<file path="config.mk">
export PLATFORM = sky130hd
export DESIGN_NAME = scsp_regs
export DESIGN_NICKNAME = d
export VERILOG_FILES = /design/src/core/scsp_pkg.sv /design/src/core/scsp_regs.sv
export SDC_FILE = /design/constraint.sdc
export NUM_CORES = 1
export LEC_CHECK = 0
export BUFFER_PORTS_ARGS = -buffer_cell sky130_fd_sc_hd__clkbuf_2
export CORE_ASPECT_RATIO = 0.75
export CORE_MARGIN = 5
export CORE_UTILIZATION = 40
export DETAILED_ROUTE_END_ITERATION = 12
export PLACE_DENSITY_LB_ADDON = 0.15
export SLEW_MARGIN = 10
export SYNTH_ARGS = -nofsm -noshare
export SYNTH_HDL_FRONTEND = slang
export SYNTH_SLANG_ARGS = --single-unit
</file>
<file path="constraint.sdc">
create_clock -name i_sys_clk -period 2.35 [get_ports i_sys_clk]
set_clock_uncertainty 0.2 [all_clocks]
set_input_delay 0 -clock i_sys_clk [delete_from_list [all_inputs] [get_ports i_sys_clk]]
set_output_delay 0 -clock i_sys_clk [all_outputs]
set_load 0.02 [all_outputs]
</file>
<file path="src/core/scsp_pkg.sv">
package scsp_pkg;
    // Register byte offsets on the APB window
    localparam logic [11:0] SCSP_SLEEP_CTRL_OFS = 12'h000;
    localparam logic [11:0] SCSP_CFG_IND_OFS    = 12'h004;
    localparam logic [11:0] SCSP_PRIO2_OFS      = 12'h008;
    localparam logic [11:0] SCSP_PRIO3_OFS      = 12'h00c;
    localparam logic [11:0] SCSP_WAKE_STAT_OFS  = 12'h010;

    // Sleep control field positions
    localparam int SCSP_WAKE_ANY_BIT   = 4;
    localparam int SCSP_LP_SEL_BIT     = 2;
    localparam int SCSP_SLEEP_EXIT_BIT = 1;

    // Configuration indicator positions
    localparam int SCSP_STK_ALIGN_BIT  = 9;
    localparam int SCSP_UNALIGN_BIT    = 3;

    // Priority field positions (top and bottom bit of each stored two-bit field)
    localparam int SCSP_SVC_PRI_HI     = 31;
    localparam int SCSP_SVC_PRI_LO     = 30;
    localparam int SCSP_TICK_PRI_HI    = 31;
    localparam int SCSP_TICK_PRI_LO    = 30;
    localparam int SCSP_PEND_PRI_HI    = 23;
    localparam int SCSP_PEND_PRI_LO    = 22;

    // Stacked status word alignment flag position
    localparam int SCSP_PSW_ALIGN_BIT  = 9;

    // Status word fields and bus qualifiers
    localparam int          SCSP_STAT_LATCH_BIT = 0;
    localparam int          SCSP_STAT_STATE_HI  = 2;
    localparam int          SCSP_STAT_STATE_LO  = 1;
    localparam logic [3:0]  SCSP_STRB_FULL      = 4'hf;
    localparam logic [1:0]  SCSP_WORD_ALIGN     = 2'h0;

    localparam logic [1:0]  SCSP_PRI_RESET  = 2'h0;
    localparam logic [31:0] SCSP_ZERO_WORD  = 32'h0000_0000;

    typedef enum logic [1:0] {
        SCSP_RUN   = 2'b00,
        SCSP_WAIT  = 2'b01,
        SCSP_SLEEP = 2'b11
    } scsp_state_t;
endpackage

</file>
<file path="src/core/scsp_regs.sv">
`timescale 1ns/10ps
// Contract
// - With wake_on_any_pending 0, only enabled interrupts or events wake the core.
// - With wake_on_any_pending 1, enabled events and all interrupts wake the core.
// - A new pending event wakes a waiting core, else is latched for next wait.
// - A send-event instruction also wakes a core waiting for an event.
// - Bit 2 selects ordinary or deep sleep; deep sleep unsupported here.
// - sleep_after_handler 1 sleeps on handler return to thread; 0 continues.
// - Configuration indicators are read-only; writes change nothing.
// - Stack alignment indicator bit 9 always reads one.
// - Alignment adjustment is recorded in stacked status bit 9 and restored on return.
// - Unaligned trap indicator bit 3 reads one; unaligned accesses raise hard fault.
// - Each configurable system handler has priority 0 through 3.
// - Priority fields are 8 bits; only bits 7:6 stored, rest read zero.
// - Second priority register holds supervisor call priority in bits 31:24.
// - Third priority register holds system tick priority in bits 31:24.
// - Third priority register holds pended service priority in bits 23:16.
module scsp_regs
    import scsp_pkg::*;
#(
    parameter int IRQ_N = 32
) (
    input  wire logic              i_sys_clk,
    input  wire logic              i_rst,
    input  wire logic              i_psel,
    input  wire logic              i_penable,
    input  wire logic              i_pwrite,
    input  wire logic [11:0]       i_paddr,
    input  wire logic [31:0]       i_pwdata,
    input  wire logic [3:0]        i_pstrb,
    output logic      [31:0]       o_prdata,
    output logic                   o_pready,
    output logic                   o_pslverr,
    input  wire logic [IRQ_N-1:0]  i_irq_pending,
    input  wire logic [IRQ_N-1:0]  i_irq_enable,
    input  wire logic              i_event,
    input  wire logic              i_send_event_instruction,
    input  wire logic              i_wait_for_event,
    input  wire logic              i_sleep_request,
    input  wire logic              i_handler_return_thread,
    input  wire logic              i_exc_entry,
    input  wire logic              i_exc_return,
    input  wire logic              i_sp_misaligned,
    input  wire logic              i_stacked_align,
    input  wire logic              i_unaligned_access,
    output logic                   o_wakeup,
    output logic                   o_sleeping,
    output logic                   o_deep_sleep,
    output logic                   o_stacked_align,
    output logic                   o_restore_align,
    output logic                   o_hard_fault_a,
    output logic [1:0]             o_supervisor_call_priority,
    output logic [1:0]             o_pended_service_priority,
    output logic [1:0]             o_system_tick_priority
);
    // Wake logic reduces at most one word of interrupt lines
    if (IRQ_N < 1 || IRQ_N > 32) begin : g_bad_irq_n
        $error("IRQ_N out of range");
    end

    logic              wake_on_any_pending;
    logic              low_power_select;
    logic              sleep_after_handler;
    logic              event_latched;
    logic [IRQ_N-1:0]  pend_prev;
    scsp_state_t       state;
    scsp_state_t       next_state;
    logic              setup;
    logic              wr;
    logic              rd;
    logic              hit;
    logic              aligned;
    logic              full_word;
    logic [IRQ_N-1:0]  new_pend;
    logic              any_new_pend;
    logic              enabled_new_pend;
    logic              wake_src;
    logic              wake_any;
    logic              leaving;
    logic [31:0]       next_rdata;

    // Matches any mapped register offset; shared by the write and read strobes
    function automatic logic addr_hit(input logic [11:0] a);
        logic r;
        r = 1'b0;
        case (a)
            SCSP_SLEEP_CTRL_OFS: r = 1'b1;
            SCSP_CFG_IND_OFS:    r = 1'b1;
            SCSP_PRIO2_OFS:      r = 1'b1;
            SCSP_PRIO3_OFS:      r = 1'b1;
            SCSP_WAKE_STAT_OFS:  r = 1'b1;
            default:             r = 1'b0;
        endcase
        return r;
    endfunction

    // Write strobe for one register offset
    function automatic logic reg_write(input logic w, input logic [11:0] a,
                                       input logic [11:0] ofs);
        return w && a == ofs;
    endfunction

    // Full-word writes only; partial strobes are refused as an error
    assign setup     = i_psel && !i_penable;
    assign aligned   = i_paddr[1:0] == SCSP_WORD_ALIGN;
    assign full_word = i_pstrb == SCSP_STRB_FULL;
    assign hit       = addr_hit(i_paddr) && aligned;
    assign wr        = setup && i_pwrite && hit && full_word;
    assign rd        = setup && !i_pwrite && hit;

    // Rising pending edges; masked unless any-pending wake is enabled
    assign new_pend         = i_irq_pending & ~pend_prev;
    assign any_new_pend     = |new_pend;
    assign enabled_new_pend = |(new_pend & i_irq_enable);

    always_comb begin
        if (wake_on_any_pending) begin
            wake_any = any_new_pend;
        end else begin
            wake_any = enabled_new_pend;
        end
        wake_src = wake_any || i_event;
    end

    always_ff @(posedge i_sys_clk or posedge i_rst) begin
        if (i_rst) begin
            pend_prev <= '0;
        end else begin
            pend_prev <= i_irq_pending;
        end
    end

    // Sleep control register; reserved bits not stored
    always_ff @(posedge i_sys_clk or posedge i_rst) begin
        if (i_rst) begin
            wake_on_any_pending <= 1'b0;
        end else if (reg_write(wr, i_paddr, SCSP_SLEEP_CTRL_OFS)) begin
            wake_on_any_pending <= i_pwdata[SCSP_WAKE_ANY_BIT];
        end
    end

    // Read back and reflected on o_deep_sleep during sleep; software must leave it clear
    always_ff @(posedge i_sys_clk or posedge i_rst) begin
        if (i_rst) begin
            low_power_select <= 1'b0;
        end else if (reg_write(wr, i_paddr, SCSP_SLEEP_CTRL_OFS)) begin
            low_power_select <= i_pwdata[SCSP_LP_SEL_BIT];
        end
    end

    always_ff @(posedge i_sys_clk or posedge i_rst) begin
        if (i_rst) begin
            sleep_after_handler <= 1'b0;
        end else if (reg_write(wr, i_paddr, SCSP_SLEEP_CTRL_OFS)) begin
            sleep_after_handler <= i_pwdata[SCSP_SLEEP_EXIT_BIT];
        end
    end

    // Priority fields: two stored bits each, the low six never kept
    always_ff @(posedge i_sys_clk or posedge i_rst) begin
        if (i_rst) begin
            o_supervisor_call_priority <= SCSP_PRI_RESET;
        end else if (reg_write(wr, i_paddr, SCSP_PRIO2_OFS)) begin
            o_supervisor_call_priority <= i_pwdata[SCSP_SVC_PRI_HI:SCSP_SVC_PRI_LO];
        end
    end

    // Third register holds two fields written together
    always_ff @(posedge i_sys_clk or posedge i_rst) begin
        if (i_rst) begin
            o_system_tick_priority <= SCSP_PRI_RESET;
        end else if (reg_write(wr, i_paddr, SCSP_PRIO3_OFS)) begin
            o_system_tick_priority <= i_pwdata[SCSP_TICK_PRI_HI:SCSP_TICK_PRI_LO];
        end
    end

    always_ff @(posedge i_sys_clk or posedge i_rst) begin
        if (i_rst) begin
            o_pended_service_priority <= SCSP_PRI_RESET;
        end else if (reg_write(wr, i_paddr, SCSP_PRIO3_OFS)) begin
            o_pended_service_priority <= i_pwdata[SCSP_PEND_PRI_HI:SCSP_PEND_PRI_LO];
        end
    end

    // Event latch: a new event wins over the consuming wait
    always_ff @(posedge i_sys_clk or posedge i_rst) begin
        if (i_rst) begin
            event_latched <= 1'b0;
        end else if (wake_src || i_send_event_instruction) begin
            event_latched <= state != SCSP_WAIT;
        end else if (i_wait_for_event && state == SCSP_RUN) begin
            event_latched <= 1'b0;
        end
    end

    always_comb begin
        next_state = state;
        unique case (state)
            SCSP_RUN: begin
                if (i_wait_for_event && !event_latched && !wake_src &&
                    !i_send_event_instruction) begin
                    next_state = SCSP_WAIT;
                end else if (i_sleep_request ||
                             (i_handler_return_thread && sleep_after_handler)) begin
                    next_state = SCSP_SLEEP;
                end
            end
            SCSP_WAIT: begin
                if (wake_src || i_send_event_instruction) begin
                    next_state = SCSP_RUN;
                end
            end
            SCSP_SLEEP: begin
                if (wake_src) begin
                    next_state = SCSP_RUN;
                end
            end
            // The spare code is unreachable; fall back to running if it appears
            default: begin
                next_state = SCSP_RUN;
            end
        endcase
    end

    assign leaving = state != SCSP_RUN && next_state == SCSP_RUN;

    // State codes step by one bit from running to waiting to sleeping
    always_ff @(posedge i_sys_clk or posedge i_rst) begin
        if (i_rst) begin
            state <= SCSP_RUN;
        end else begin
            state <= next_state;
        end
    end

    // Wake pulse lasts one cycle, launched with the move back to running
    always_ff @(posedge i_sys_clk or posedge i_rst) begin
        if (i_rst) begin
            o_wakeup <= 1'b0;
        end else begin
            o_wakeup <= leaving;
        end
    end

    always_ff @(posedge i_sys_clk or posedge i_rst) begin
        if (i_rst) begin
            o_sleeping <= 1'b0;
        end else begin
            o_sleeping <= next_state != SCSP_RUN;
        end
    end

    // Deep sleep is unsupported; the request is only reflected, never acted upon
    always_ff @(posedge i_sys_clk or posedge i_rst) begin
        if (i_rst) begin
            o_deep_sleep <= 1'b0;
        end else begin
            o_deep_sleep <= next_state == SCSP_SLEEP && low_power_select;
        end
    end

    // Stack alignment tracking and unaligned trap
    always_ff @(posedge i_sys_clk or posedge i_rst) begin
        if (i_rst) begin
            o_stacked_align <= 1'b0;
        end else if (i_exc_entry) begin
            o_stacked_align <= i_sp_misaligned;
        end
    end

    always_ff @(posedge i_sys_clk or posedge i_rst) begin
        if (i_rst) begin
            o_restore_align <= 1'b0;
        end else begin
            o_restore_align <= i_exc_return && i_stacked_align;
        end
    end

    // Every unaligned access traps; no mode lets one through
    always_ff @(posedge i_sys_clk or posedge i_rst) begin
        if (i_rst) begin
            o_hard_fault_a <= 1'b0;
        end else begin
            o_hard_fault_a <= i_unaligned_access;
        end
    end

    // Read mux; unmapped words read zero
    always_comb begin
        next_rdata = SCSP_ZERO_WORD;
        unique case (i_paddr)
            SCSP_SLEEP_CTRL_OFS: begin
                next_rdata[SCSP_WAKE_ANY_BIT]   = wake_on_any_pending;
                next_rdata[SCSP_LP_SEL_BIT]     = low_power_select;
                next_rdata[SCSP_SLEEP_EXIT_BIT] = sleep_after_handler;
            end
            SCSP_CFG_IND_OFS: begin
                next_rdata[SCSP_STK_ALIGN_BIT] = 1'b1;
                next_rdata[SCSP_UNALIGN_BIT]   = 1'b1;
            end
            SCSP_PRIO2_OFS: begin
                next_rdata[SCSP_SVC_PRI_HI:SCSP_SVC_PRI_LO] = o_supervisor_call_priority;
            end
            SCSP_PRIO3_OFS: begin
                next_rdata[SCSP_TICK_PRI_HI:SCSP_TICK_PRI_LO] = o_system_tick_priority;
                next_rdata[SCSP_PEND_PRI_HI:SCSP_PEND_PRI_LO] = o_pended_service_priority;
            end
            SCSP_WAKE_STAT_OFS: begin
                next_rdata[SCSP_STAT_LATCH_BIT]                   = event_latched;
                next_rdata[SCSP_STAT_STATE_HI:SCSP_STAT_STATE_LO] = state;
            end
            default: begin
                next_rdata = SCSP_ZERO_WORD;
            end
        endcase
    end

    // No wait states: answer registered in the setup cycle, so reads see a settled mux
    always_ff @(posedge i_sys_clk or posedge i_rst) begin
        if (i_rst) begin
            o_pready <= 1'b0;
        end else begin
            o_pready <= setup;
        end
    end

    // Refused: unmapped or unaligned access, or a partial-strobe write
    always_ff @(posedge i_sys_clk or posedge i_rst) begin
        if (i_rst) begin
            o_pslverr <= 1'b0;
        end else begin
            o_pslverr <= setup && !(wr || rd);
        end
    end

    always_ff @(posedge i_sys_clk or posedge i_rst) begin
        if (i_rst) begin
            o_prdata <= SCSP_ZERO_WORD;
        end else begin
            o_prdata <= rd ? next_rdata : SCSP_ZERO_WORD;
        end
    end
endmodule

</file>
==> reports/summary.md, run 1 <==
The run finished with clean final reports. The first-pass GRT wire length was 12.5 mm; the insertion delay to the later sink of the worst-skew pair was 340 ps. TritonCTS built the clock tree. The routed layout has 2445 vias. The tools report the maximum clock path buffer count as 2.

After detailed routing, the average wire length per cell comes to 14.8 um. The maximum operating frequency came out at 431 MHz. The pre-antenna-repair detailed-routing pass consisted of 4 iterations.

For hold timing, the worst endpoint is o_deep_sleep$_DFF_PP0_. Ranked by total cell area, the synthesized netlist is headed by dfrtp_1 (54%), nand3b_1 (6.9%), buf_4 (6.1%). For the number of placed cells counting well taps, the log shows 449. met2 is the most crowded layer. The largest incremental delay on the critical path came out at 600 ps. Post-route clock period utilization: 0.987.

The launch point of the worst hold path was i_handler_return_thread. The run gives 243 as the instance count of the mapped netlist. The library cell used as clock root buffer is clkbuf_8. Met1 global-route usage: 0.218.

Together, buffers and inverters on the worst path number 3. The worst setup path is of the in2reg kind. The logs give 530 for the non-filler instance count after layout and 5.64 mm for the half-perimeter wire length after detailed placement. Predominant post-synthesis flop cell: dfrtp_1.

The logs give 0 for the number of diodes added for antenna fixing and 95 for the detailed router's first-iteration violation count. For the accumulated negative setup slack, the log shows 0 ps. For the overall routing resource usage, the log shows 0.180. Of all nets on the critical path, the largest fanout is 9. The effective utilization at floorplan is 0.414. The number of core rows was 26.

The dominant cell type by count on the critical path was dlygate4sd3_1. The worst hold path cell count is 5, and the worst hold slack across all endpoints is 23.9 ps. The startpoint of the worst register-to-register path was pend_prev[25]$_DFF_PP0_.

The run gives 173 as the top-level I/O count. Once the clock tree was built, the setup fixing pass inserted 0 buffers. The cell type group with the largest total delay on the critical path was buffers and inverters.

Entering global routing, the biggest net connects 34 pins. From left edge to right edge, the die measures 107 um. Once detail routing completed, the nets flagged for antenna violations numbered 0. For the placeable core region, the log shows 6830 um^2. For the total count of max-transition violations in the final report, the log shows 0. The layout cell share with drive strength beyond 1 was 0.374.

After synthesis the cells add up to 2830 um^2. Setup violations remaining at the end of the flow were counted as 0. The worst setup path is launched from a primary input.

The relative slew slack was 0.571; the count of different cell masters after synthesis was 45. Clock tree synthesis found a total of 61 sinks. Of all cell types, the one taking the most synthesized area is dfrtp_1.

The tools report the total wirelength of the detailed-routed design as 7.86 mm. After the last flow step, the layout net total stands at 568. The number of enable flip-flop cells after synthesis was 0; the proportion of register bits with asynchronous set or reset after synthesis was 1.00. For the worst flop-to-flop path, the logic depth is 6.

The final number of hold-violating endpoints came out at 0. The congestion estimate from routability-driven global placement came to 0.761. Data on the critical path is required at its endpoint by 2420 ps. The logs give 0 for the number of antenna violations at the first check in global routing and 2380 ps for the arrival time at the worst endpoint.

Summed over all cells, the static leakage comes to 0.00219 uW. Using the TritonRoute via totals, the vias-per-cell ratio works out to 4.61. The tool flagged a number of max-cap violations equal to 0. The number of port buffers came out at 125.

STA classifies the critical path endpoint as a flop. In this run, synthesis produced a sequential element count of 61. Power spread over the standard cell area amounts to 571 nW/um^2. For the share of synthesized area occupied by flip-flops and latches, the log shows 0.540.

In this run the critical register-to-register path is captured at o_deep_sleep$_DFF_PP0_. For the number of H-tree branching levels, the log shows 3. The global-route track usage on met2 was 0.312; the slew at the pin closest to its max-slew limit was 643 ps. The total grt overflow was 0. The type of the worst min-delay path is in2reg.

After layout, the minimum clock period comes to 2320 ps. The critical path goes through dlygate4sd3_1 -> clkbuf_2 -> or2_2 -> or4_1 -> nor4b_1 -> dlygate4sd3_1. The run gives 0 as the count of synthesis-stage warnings from yosys. The minimum setup slack among reg-to-reg paths came out at 120 ps. The number of remaining DRC errors was 0; the met3 global-route usage was 0.0450.

The floorplan step defined a die boundary enclosing 8860 um^2. Buffers inserted during clock tree synthesis total 9. The via count of the first global-routing pass was 2661.

Area share of the largest cell type after synthesis: 0.540. Dividing the synthesized area by the synthesized cell count gives 11.6 um^2. The worst-case IR drop observed on VDD is 0.404 mV. The synthesis-to-finish area growth was 54.1%; the register clock-pin slew on the reported worst setup and hold paths was 70 ps. For this design, the slowest cell found on the critical path is dlygate4sd3_1. The y dimension of the die is 82.8 um.
## cells in the final DEF (no fill, tap or decap), types with 2 or more instances in the layout
| master | instances |
|---|---|
| nand3_1 | 5 |
| o22a_1 | 2 |
| dfrtp_1 | 61 |
| nand2_1 | 6 |
| o22ai_1 | 2 |
| nor2b_1 | 13 |
| bufinv_16 | 2 |
| a21oi_1 | 8 |
| mux2i_1 | 4 |
| and2_1 | 2 |
| nand4_1 | 6 |
| clkbuf_8 | 9 |
| inv_1 | 17 |
| and3_1 | 3 |
| or2b_2 | 3 |
| clkbuf_2 | 125 |
| a221oi_1 | 2 |
| nand3b_1 | 26 |
| clkbuf_1 | 3 |
| dlygate4sd3_1 | 65 |
| nor2_1 | 9 |
| mux2_2 | 10 |
| nor2b_4 | 2 |
| nor3_1 | 2 |
| o2111ai_1 | 4 |
| nand2b_1 | 3 |
| conb_1 | 22 |
| a2111oi_4 | 2 |
| nor4_1 | 4 |
## repair_timing
item,in CTS,in global routing
endpoints found under the hold margin,122,0
resized for setup,0,5
hold buffers,65,0
setup endpoints to repair,0,11
## worst max-delay path by stage
stage               depth (start not counted)               startpoint  slack [ps]                endpoint
floorplan                                   6  pend_prev[19]$_DFF_PP0_         270  o_deep_sleep$_DFF_PP0_
global placement                            6  pend_prev[18]$_DFF_PP0_         110  o_deep_sleep$_DFF_PP0_
detailed placement                          6  pend_prev[28]$_DFF_PP0_         120  o_deep_sleep$_DFF_PP0_
CTS                                         8        i_irq_pending[30]          90  o_deep_sleep$_DFF_PP0_
global route                                6               i_paddr[2]         -80   o_prdata[4]$_DFF_PP0_
finish                                      6               i_paddr[2]          30   o_prdata[4]$_DFF_PP0_
## flip-flops by register name, indices dropped and copies added (netlist names), 2 cells and up
register / count
o_pended_service_priority: 2
o_prdata: 9
o_supervisor_call_priority: 2
o_system_tick_priority: 2
pend_prev: 32
state: 2
## tightest hold or removal path, delay by kind of cell
| family | cells | cell delay (ps) |
|---|---|---|
| and+or+nand+nor | 2 | 170 |
| AOI/OAI and AO/OA | 2 | 250 |
| buffers and inverters | 1 | 80 |
## layout make-up
cell class / instances / area (um^2)
timing repair buffer: 192 / 1300
sequential: 61 / 1530
clock inverter: 4 / 72.6
clock buffer: 12 / 135
fill: 570 / 2470
multi-input combinational: 159 / 1150
inverter: 18 / 67.6
tap: 84 / 105
## power by group
group	switching (uW)	internal (uW)	leakage, uW
clock	398	597	0.000101
sequential	23.9	1090	0.000762
combinational	185	192	0.00133
total	607	1880	0.00219
## synth_stat cells, types with 2 or more instances
library cell	number
a221oi_1	2
nor4_1	5
or2b_2	3
buf_4	23
a2111oi_4	2
mux2_2	10
nand3_1	5
nand2_1	6
a21oi_1	8
nor2b_4	2
dfrtp_1	61
o22a_1	2
nand3b_1	26
and3_1	3
nor2b_1	13
mux2i_1	4
clkbuf_1	2
and2_1	2
o22ai_1	2
nor2_1	9
o2111ai_1	4
nand2b_1	3
inv_1	18
nand4_1	6
nor3_1	2
## per-stage QoR
stage | setup slack, ps | area, um^2 | total power, uW | util
finish | 31.5 | 4360 | 2490 | 0.638
detailed placement | 123 | 3470 | 1430 | 0.508
CTS | 88.0 | 4330 | 2510 | 0.634
global route | -79.7 | 4360 | 2600 | 0.638
floorplan | 269 | 2910 | 1320 | -
global placement | 114 | 3470 | 1430 | 0.508
## cell families after synthesis
group                  after synthesis  synth area share
DFF                                 61             0.540
muxes                               14            0.0540
other                                1           0.00133
buffers and inverters               44            0.0916
and+or+nand+nor                     94             0.219
AOI/OAI and AO/OA                   29            0.0938
## routing by layer
| metal | wire, um | vias to the layer above |
|---|---|---|
| met4 | 65 | 0 |
| met2 | 3980 | 80 |
| met5 | 0 | - |
| met1 | 3310 | 1142 |
| met3 | 502 | 8 |
| li1 | - | 1215 |
No activity file was read; power rests on OpenSTA's default activity.
==> run 2: changes to the inputs <==
--- a/config.mk
+++ b/config.mk
@@ -5,12 +5,15 @@
 export SDC_FILE = /design/constraint.sdc
 export NUM_CORES = 1
 export LEC_CHECK = 0
-export BUFFER_PORTS_ARGS = -buffer_cell sky130_fd_sc_hd__clkbuf_2
+export BUFFER_PORTS_ARGS = -buffer_cell sky130_fd_sc_hd__buf_2
+export CELL_PAD_IN_SITES_DETAIL_PLACEMENT = 1
+export CELL_PAD_IN_SITES_GLOBAL_PLACEMENT = 1
 export CORE_ASPECT_RATIO = 0.75
 export CORE_MARGIN = 5
-export CORE_UTILIZATION = 40
+export CORE_UTILIZATION = 31
 export DETAILED_ROUTE_END_ITERATION = 12
 export PLACE_DENSITY_LB_ADDON = 0.15
+export SETUP_SLACK_MARGIN = 0.5
 export SLEW_MARGIN = 10
 export SYNTH_ARGS = -nofsm -noshare
 export SYNTH_HDL_FRONTEND = slang
==> run 2 against run 1 <==
  * The run now ends with negative hold slack left
  * First-iteration DRC count decreased by 68%
  * Critical path depth did not move
  * Die area up 26%
  * Via count increased by 2.3%
  * Core utilization shrank 15 points
  * Critical path type is now reg2reg
  * Largest power group is now clock
  * Highest routed layer is now met5
==> reports/summary.md, run 2 (synthesized netlist as in run 1, its figures left out) <==
The leading cell type in the layout, fill and taps excluded was buf_2. The post-route minimum period works out to 2210 ps (-109 ps). Compared with the post-synthesis result, the final layout area differs by 55.2%.

For the accumulated negative setup slack, the log shows 0 ps (unchanged). The run finished, with violations left. The final design area excluding fillers was 4390 um^2 (+0.66%); the combined buffer and inverter count along the critical path was 1 (-2).

The final-report setup violation count is 0 (unchanged). The average wire length per cell after detail routing was 15.7 um (+5.6%); the number of antenna violations at the first check in global routing was 1 (+1). In the layout the commonest cells are buf_2 (125), dfrtp_1 (61), dlygate4sd3_1 (57), nand3b_1 (26), conb_1 (22). The logs give 6.46 mm (+15%) for the half-perimeter wire length after detailed placement and 0 (unchanged) for the total grt overflow.

The largest incremental delay on the critical path came out at 600 ps (about the same). The logs give 6 (+6) for the final number of hold-violating endpoints and 140 ps (+20 ps) for the minimum setup slack among reg-to-reg paths. More flip-flops sit in one register than any other, and that register is pend_prev. The logs give 28 (-18%) for the pin count of the biggest net entering global routing and 3 (unchanged) for the number of H-tree branching levels. The first-pass iteration count of the detailed router is 4 (unchanged), and the flip-flop count of the largest register after layout is 32 (unchanged). The largest registers in the layout are pend_prev (32), o_prdata (9). The via count of the first global-routing pass came out at 2905 (+9.2%).

The path type of the worst setup path is reg2reg. The die span in x is 120 um (+12%), and the detailed router's first-iteration violation count is 30 (-68%). The number of port buffers came out at 125 (unchanged).

Clock tree synthesis selected as its root buffer the cell clkbuf_16. The arrival time at the worst endpoint was 2200 ps (-180 ps); the non-filler instance count after layout was 551 (+4.0%). The post-layout net count came out at 562 (-1.1%).

The register clock-pin slew on the reported worst setup and hold paths is 50 ps (-20 ps), and the peak supply drop is 0.298 mV (-26%). The run gives 2501 (+2.3%) as the total number of vias. The tools report the total die area as 11100 um^2 (+26%). Traced cell by cell, the critical path runs through inv_2 -> a2111oi_4 -> o2111ai_1 -> or4_4 -> a211oi_4 -> o22ai_1.

Critical path launch point type: a flop. Y dimension of the die: 92.7 um (+12%). The logs give 8.63 mm (+9.8%) for the total wirelength of the detailed-routed design and 0 (unchanged) for the max-capacitance violation count. The insertion delay to the later sink of the worst-skew pair came out at 320 ps (-20 ps). Broken down by cell family, the worst path's largest delay share belongs to compound AO/OA/AOI/OAI gates. The worst setup path is captured at a flop.

For the number of diodes added for antenna fixing, the log shows 0 (unchanged). Top-level I/O count: 173 (unchanged). The weighted congestion at the end of routability-driven global placement came out at 0.725 (-4.7%). The placeable core region came out at 8970 um^2 (+31%). The path class of the tightest hold or removal check is in2reg. Setup repair after global routing could not meet its margin everywhere.

The total count of max-transition violations in the final report was 0 (unchanged); the layout cell share with drive strength beyond 1 was 0.392 (+0.0174). The largest fanout on the critical path works out to 5 (-4). Post-route clock period utilization: 0.940 (-0.0465).

The critical-path cell with the highest stage delay is or4_4. The number of core rows is 30 (+15%). Leakage power summed over all cells: 0.00217 uW (-0.80%). TritonCTS built the clock tree.

The final reports fail on negative hold slack. The overall routing resource usage is 0.159 (-0.0204), and the number of placed cells counting well taps is 479 (+6.7%). The effective utilization at floorplan is 0.315 (-0.0987). The run gives 3520 um^2 (+1.4%) as the instance area at placement. The maximum clock path buffer count is 2 (unchanged), and the worst hold slack across all endpoints is -12.6 ps (-36.5 ps).

The number of nets with antenna violations after detailed routing was 0 (unchanged). Power density over the cells: 609 nW/um^2 (+6.5%). The run gives 14.0 mm (+12%) as the first-pass GRT wire length. The number of remaining DRC errors was 0 (unchanged); the critical path required time was 2340 ps (-80 ps).

The logs give 61 (unchanged) for the clock sink count and 453 MHz (+4.9%) for the maximum operating frequency. The detail-routed via count per cell is 4.54 (-1.6%). The run gives 9 (unchanged) as the number of buffers created by CTS.
## run 2: cell count changes in the layout (fill, tap and decap cells not counted), moves of 2 or more
cell,delta
buf_2,+125
clkbuf_16,+9
buf_4,+2
dlygate4sd3_1,-8
clkbuf_2,-125
bufinv_16,-2
clkbuf_8,-8
## run 2: area by class of cell
class,count,area (um^2)
flip-flops and latches,61,1530
repair buffers,186,1230
well taps,112,140
clock buffers,13,250
multi-input cells,159,1160
clock inverters,2,10.0
inverters,18,67.6
fillers,1048,4590
## run 2: worst paths after layout
path | from | end | cells after the start
max | pend_prev[28]$_DFF_PP0_ | state[1]$_DFF_PP0_ | 6
min | i_paddr[10] | o_prdata[0]$_DFF_PP0_ | 5
max reg2reg | pend_prev[28]$_DFF_PP0_ | state[1]$_DFF_PP0_ | 6
min reg2reg | o_supervisor_call_priority[1]$_DFFE_PP0P_ | o_supervisor_call_priority[1]$_DFFE_PP0P_ | 1
max in group asynchronous | i_rst | state[1]$_DFF_PP0_ | 5
min in group asynchronous | i_rst | o_hard_fault_a$_DFF_PP0_ | 4
## run 2: repair_timing
item | CTS | global route
hold buffers | 57 | 0
pin swaps | 4 | 1
resized for setup | 2 | 4
hold endpoints to repair | 122 | 0
setup buffers | 0 | 0
setup endpoints to repair | 6 | 43
## run 2: metrics by stage
step	setup WS (ps)	util	power [uW]	hold slack [ps]
2_1_floorplan	346	-	1320	-169
5_1_grt	2.67	0.489	2810	12.8
3_5_place_dp	86.0	0.393	1440	-205
4_1_cts	108	0.487	2710	-34.3
3_3_place_gp	149	0.393	1440	-214
6_report	141	0.489	2670	-12.6
## run 2: worst min-delay path: cells and delay by family
kind	cells	cell delay (ps)
buf+inv	1	80
simple gates	4	380
## run 2: where the power goes
part	internal (uW)	total, uW	leakage [uW]	switching, uW
sequential	1100	1120	0.000762	25.7
combinational	194	382	0.00128	188
clock	733	1170	0.000129	433
## run 2: routing by layer
metal / wire length [um] / part of all wire / vias up / GRT usage
met1: 3820 / 0.44 / 1202 / 0.196
li1: - / - / 1207 / -
met5: 7 / 0.00081 / - / 0
met2: 4230 / 0.49 / 80 / 0.273
met3: 466 / 0.054 / 10 / 0.0433
met4: 109 / 0.013 / 2 / 0.0481
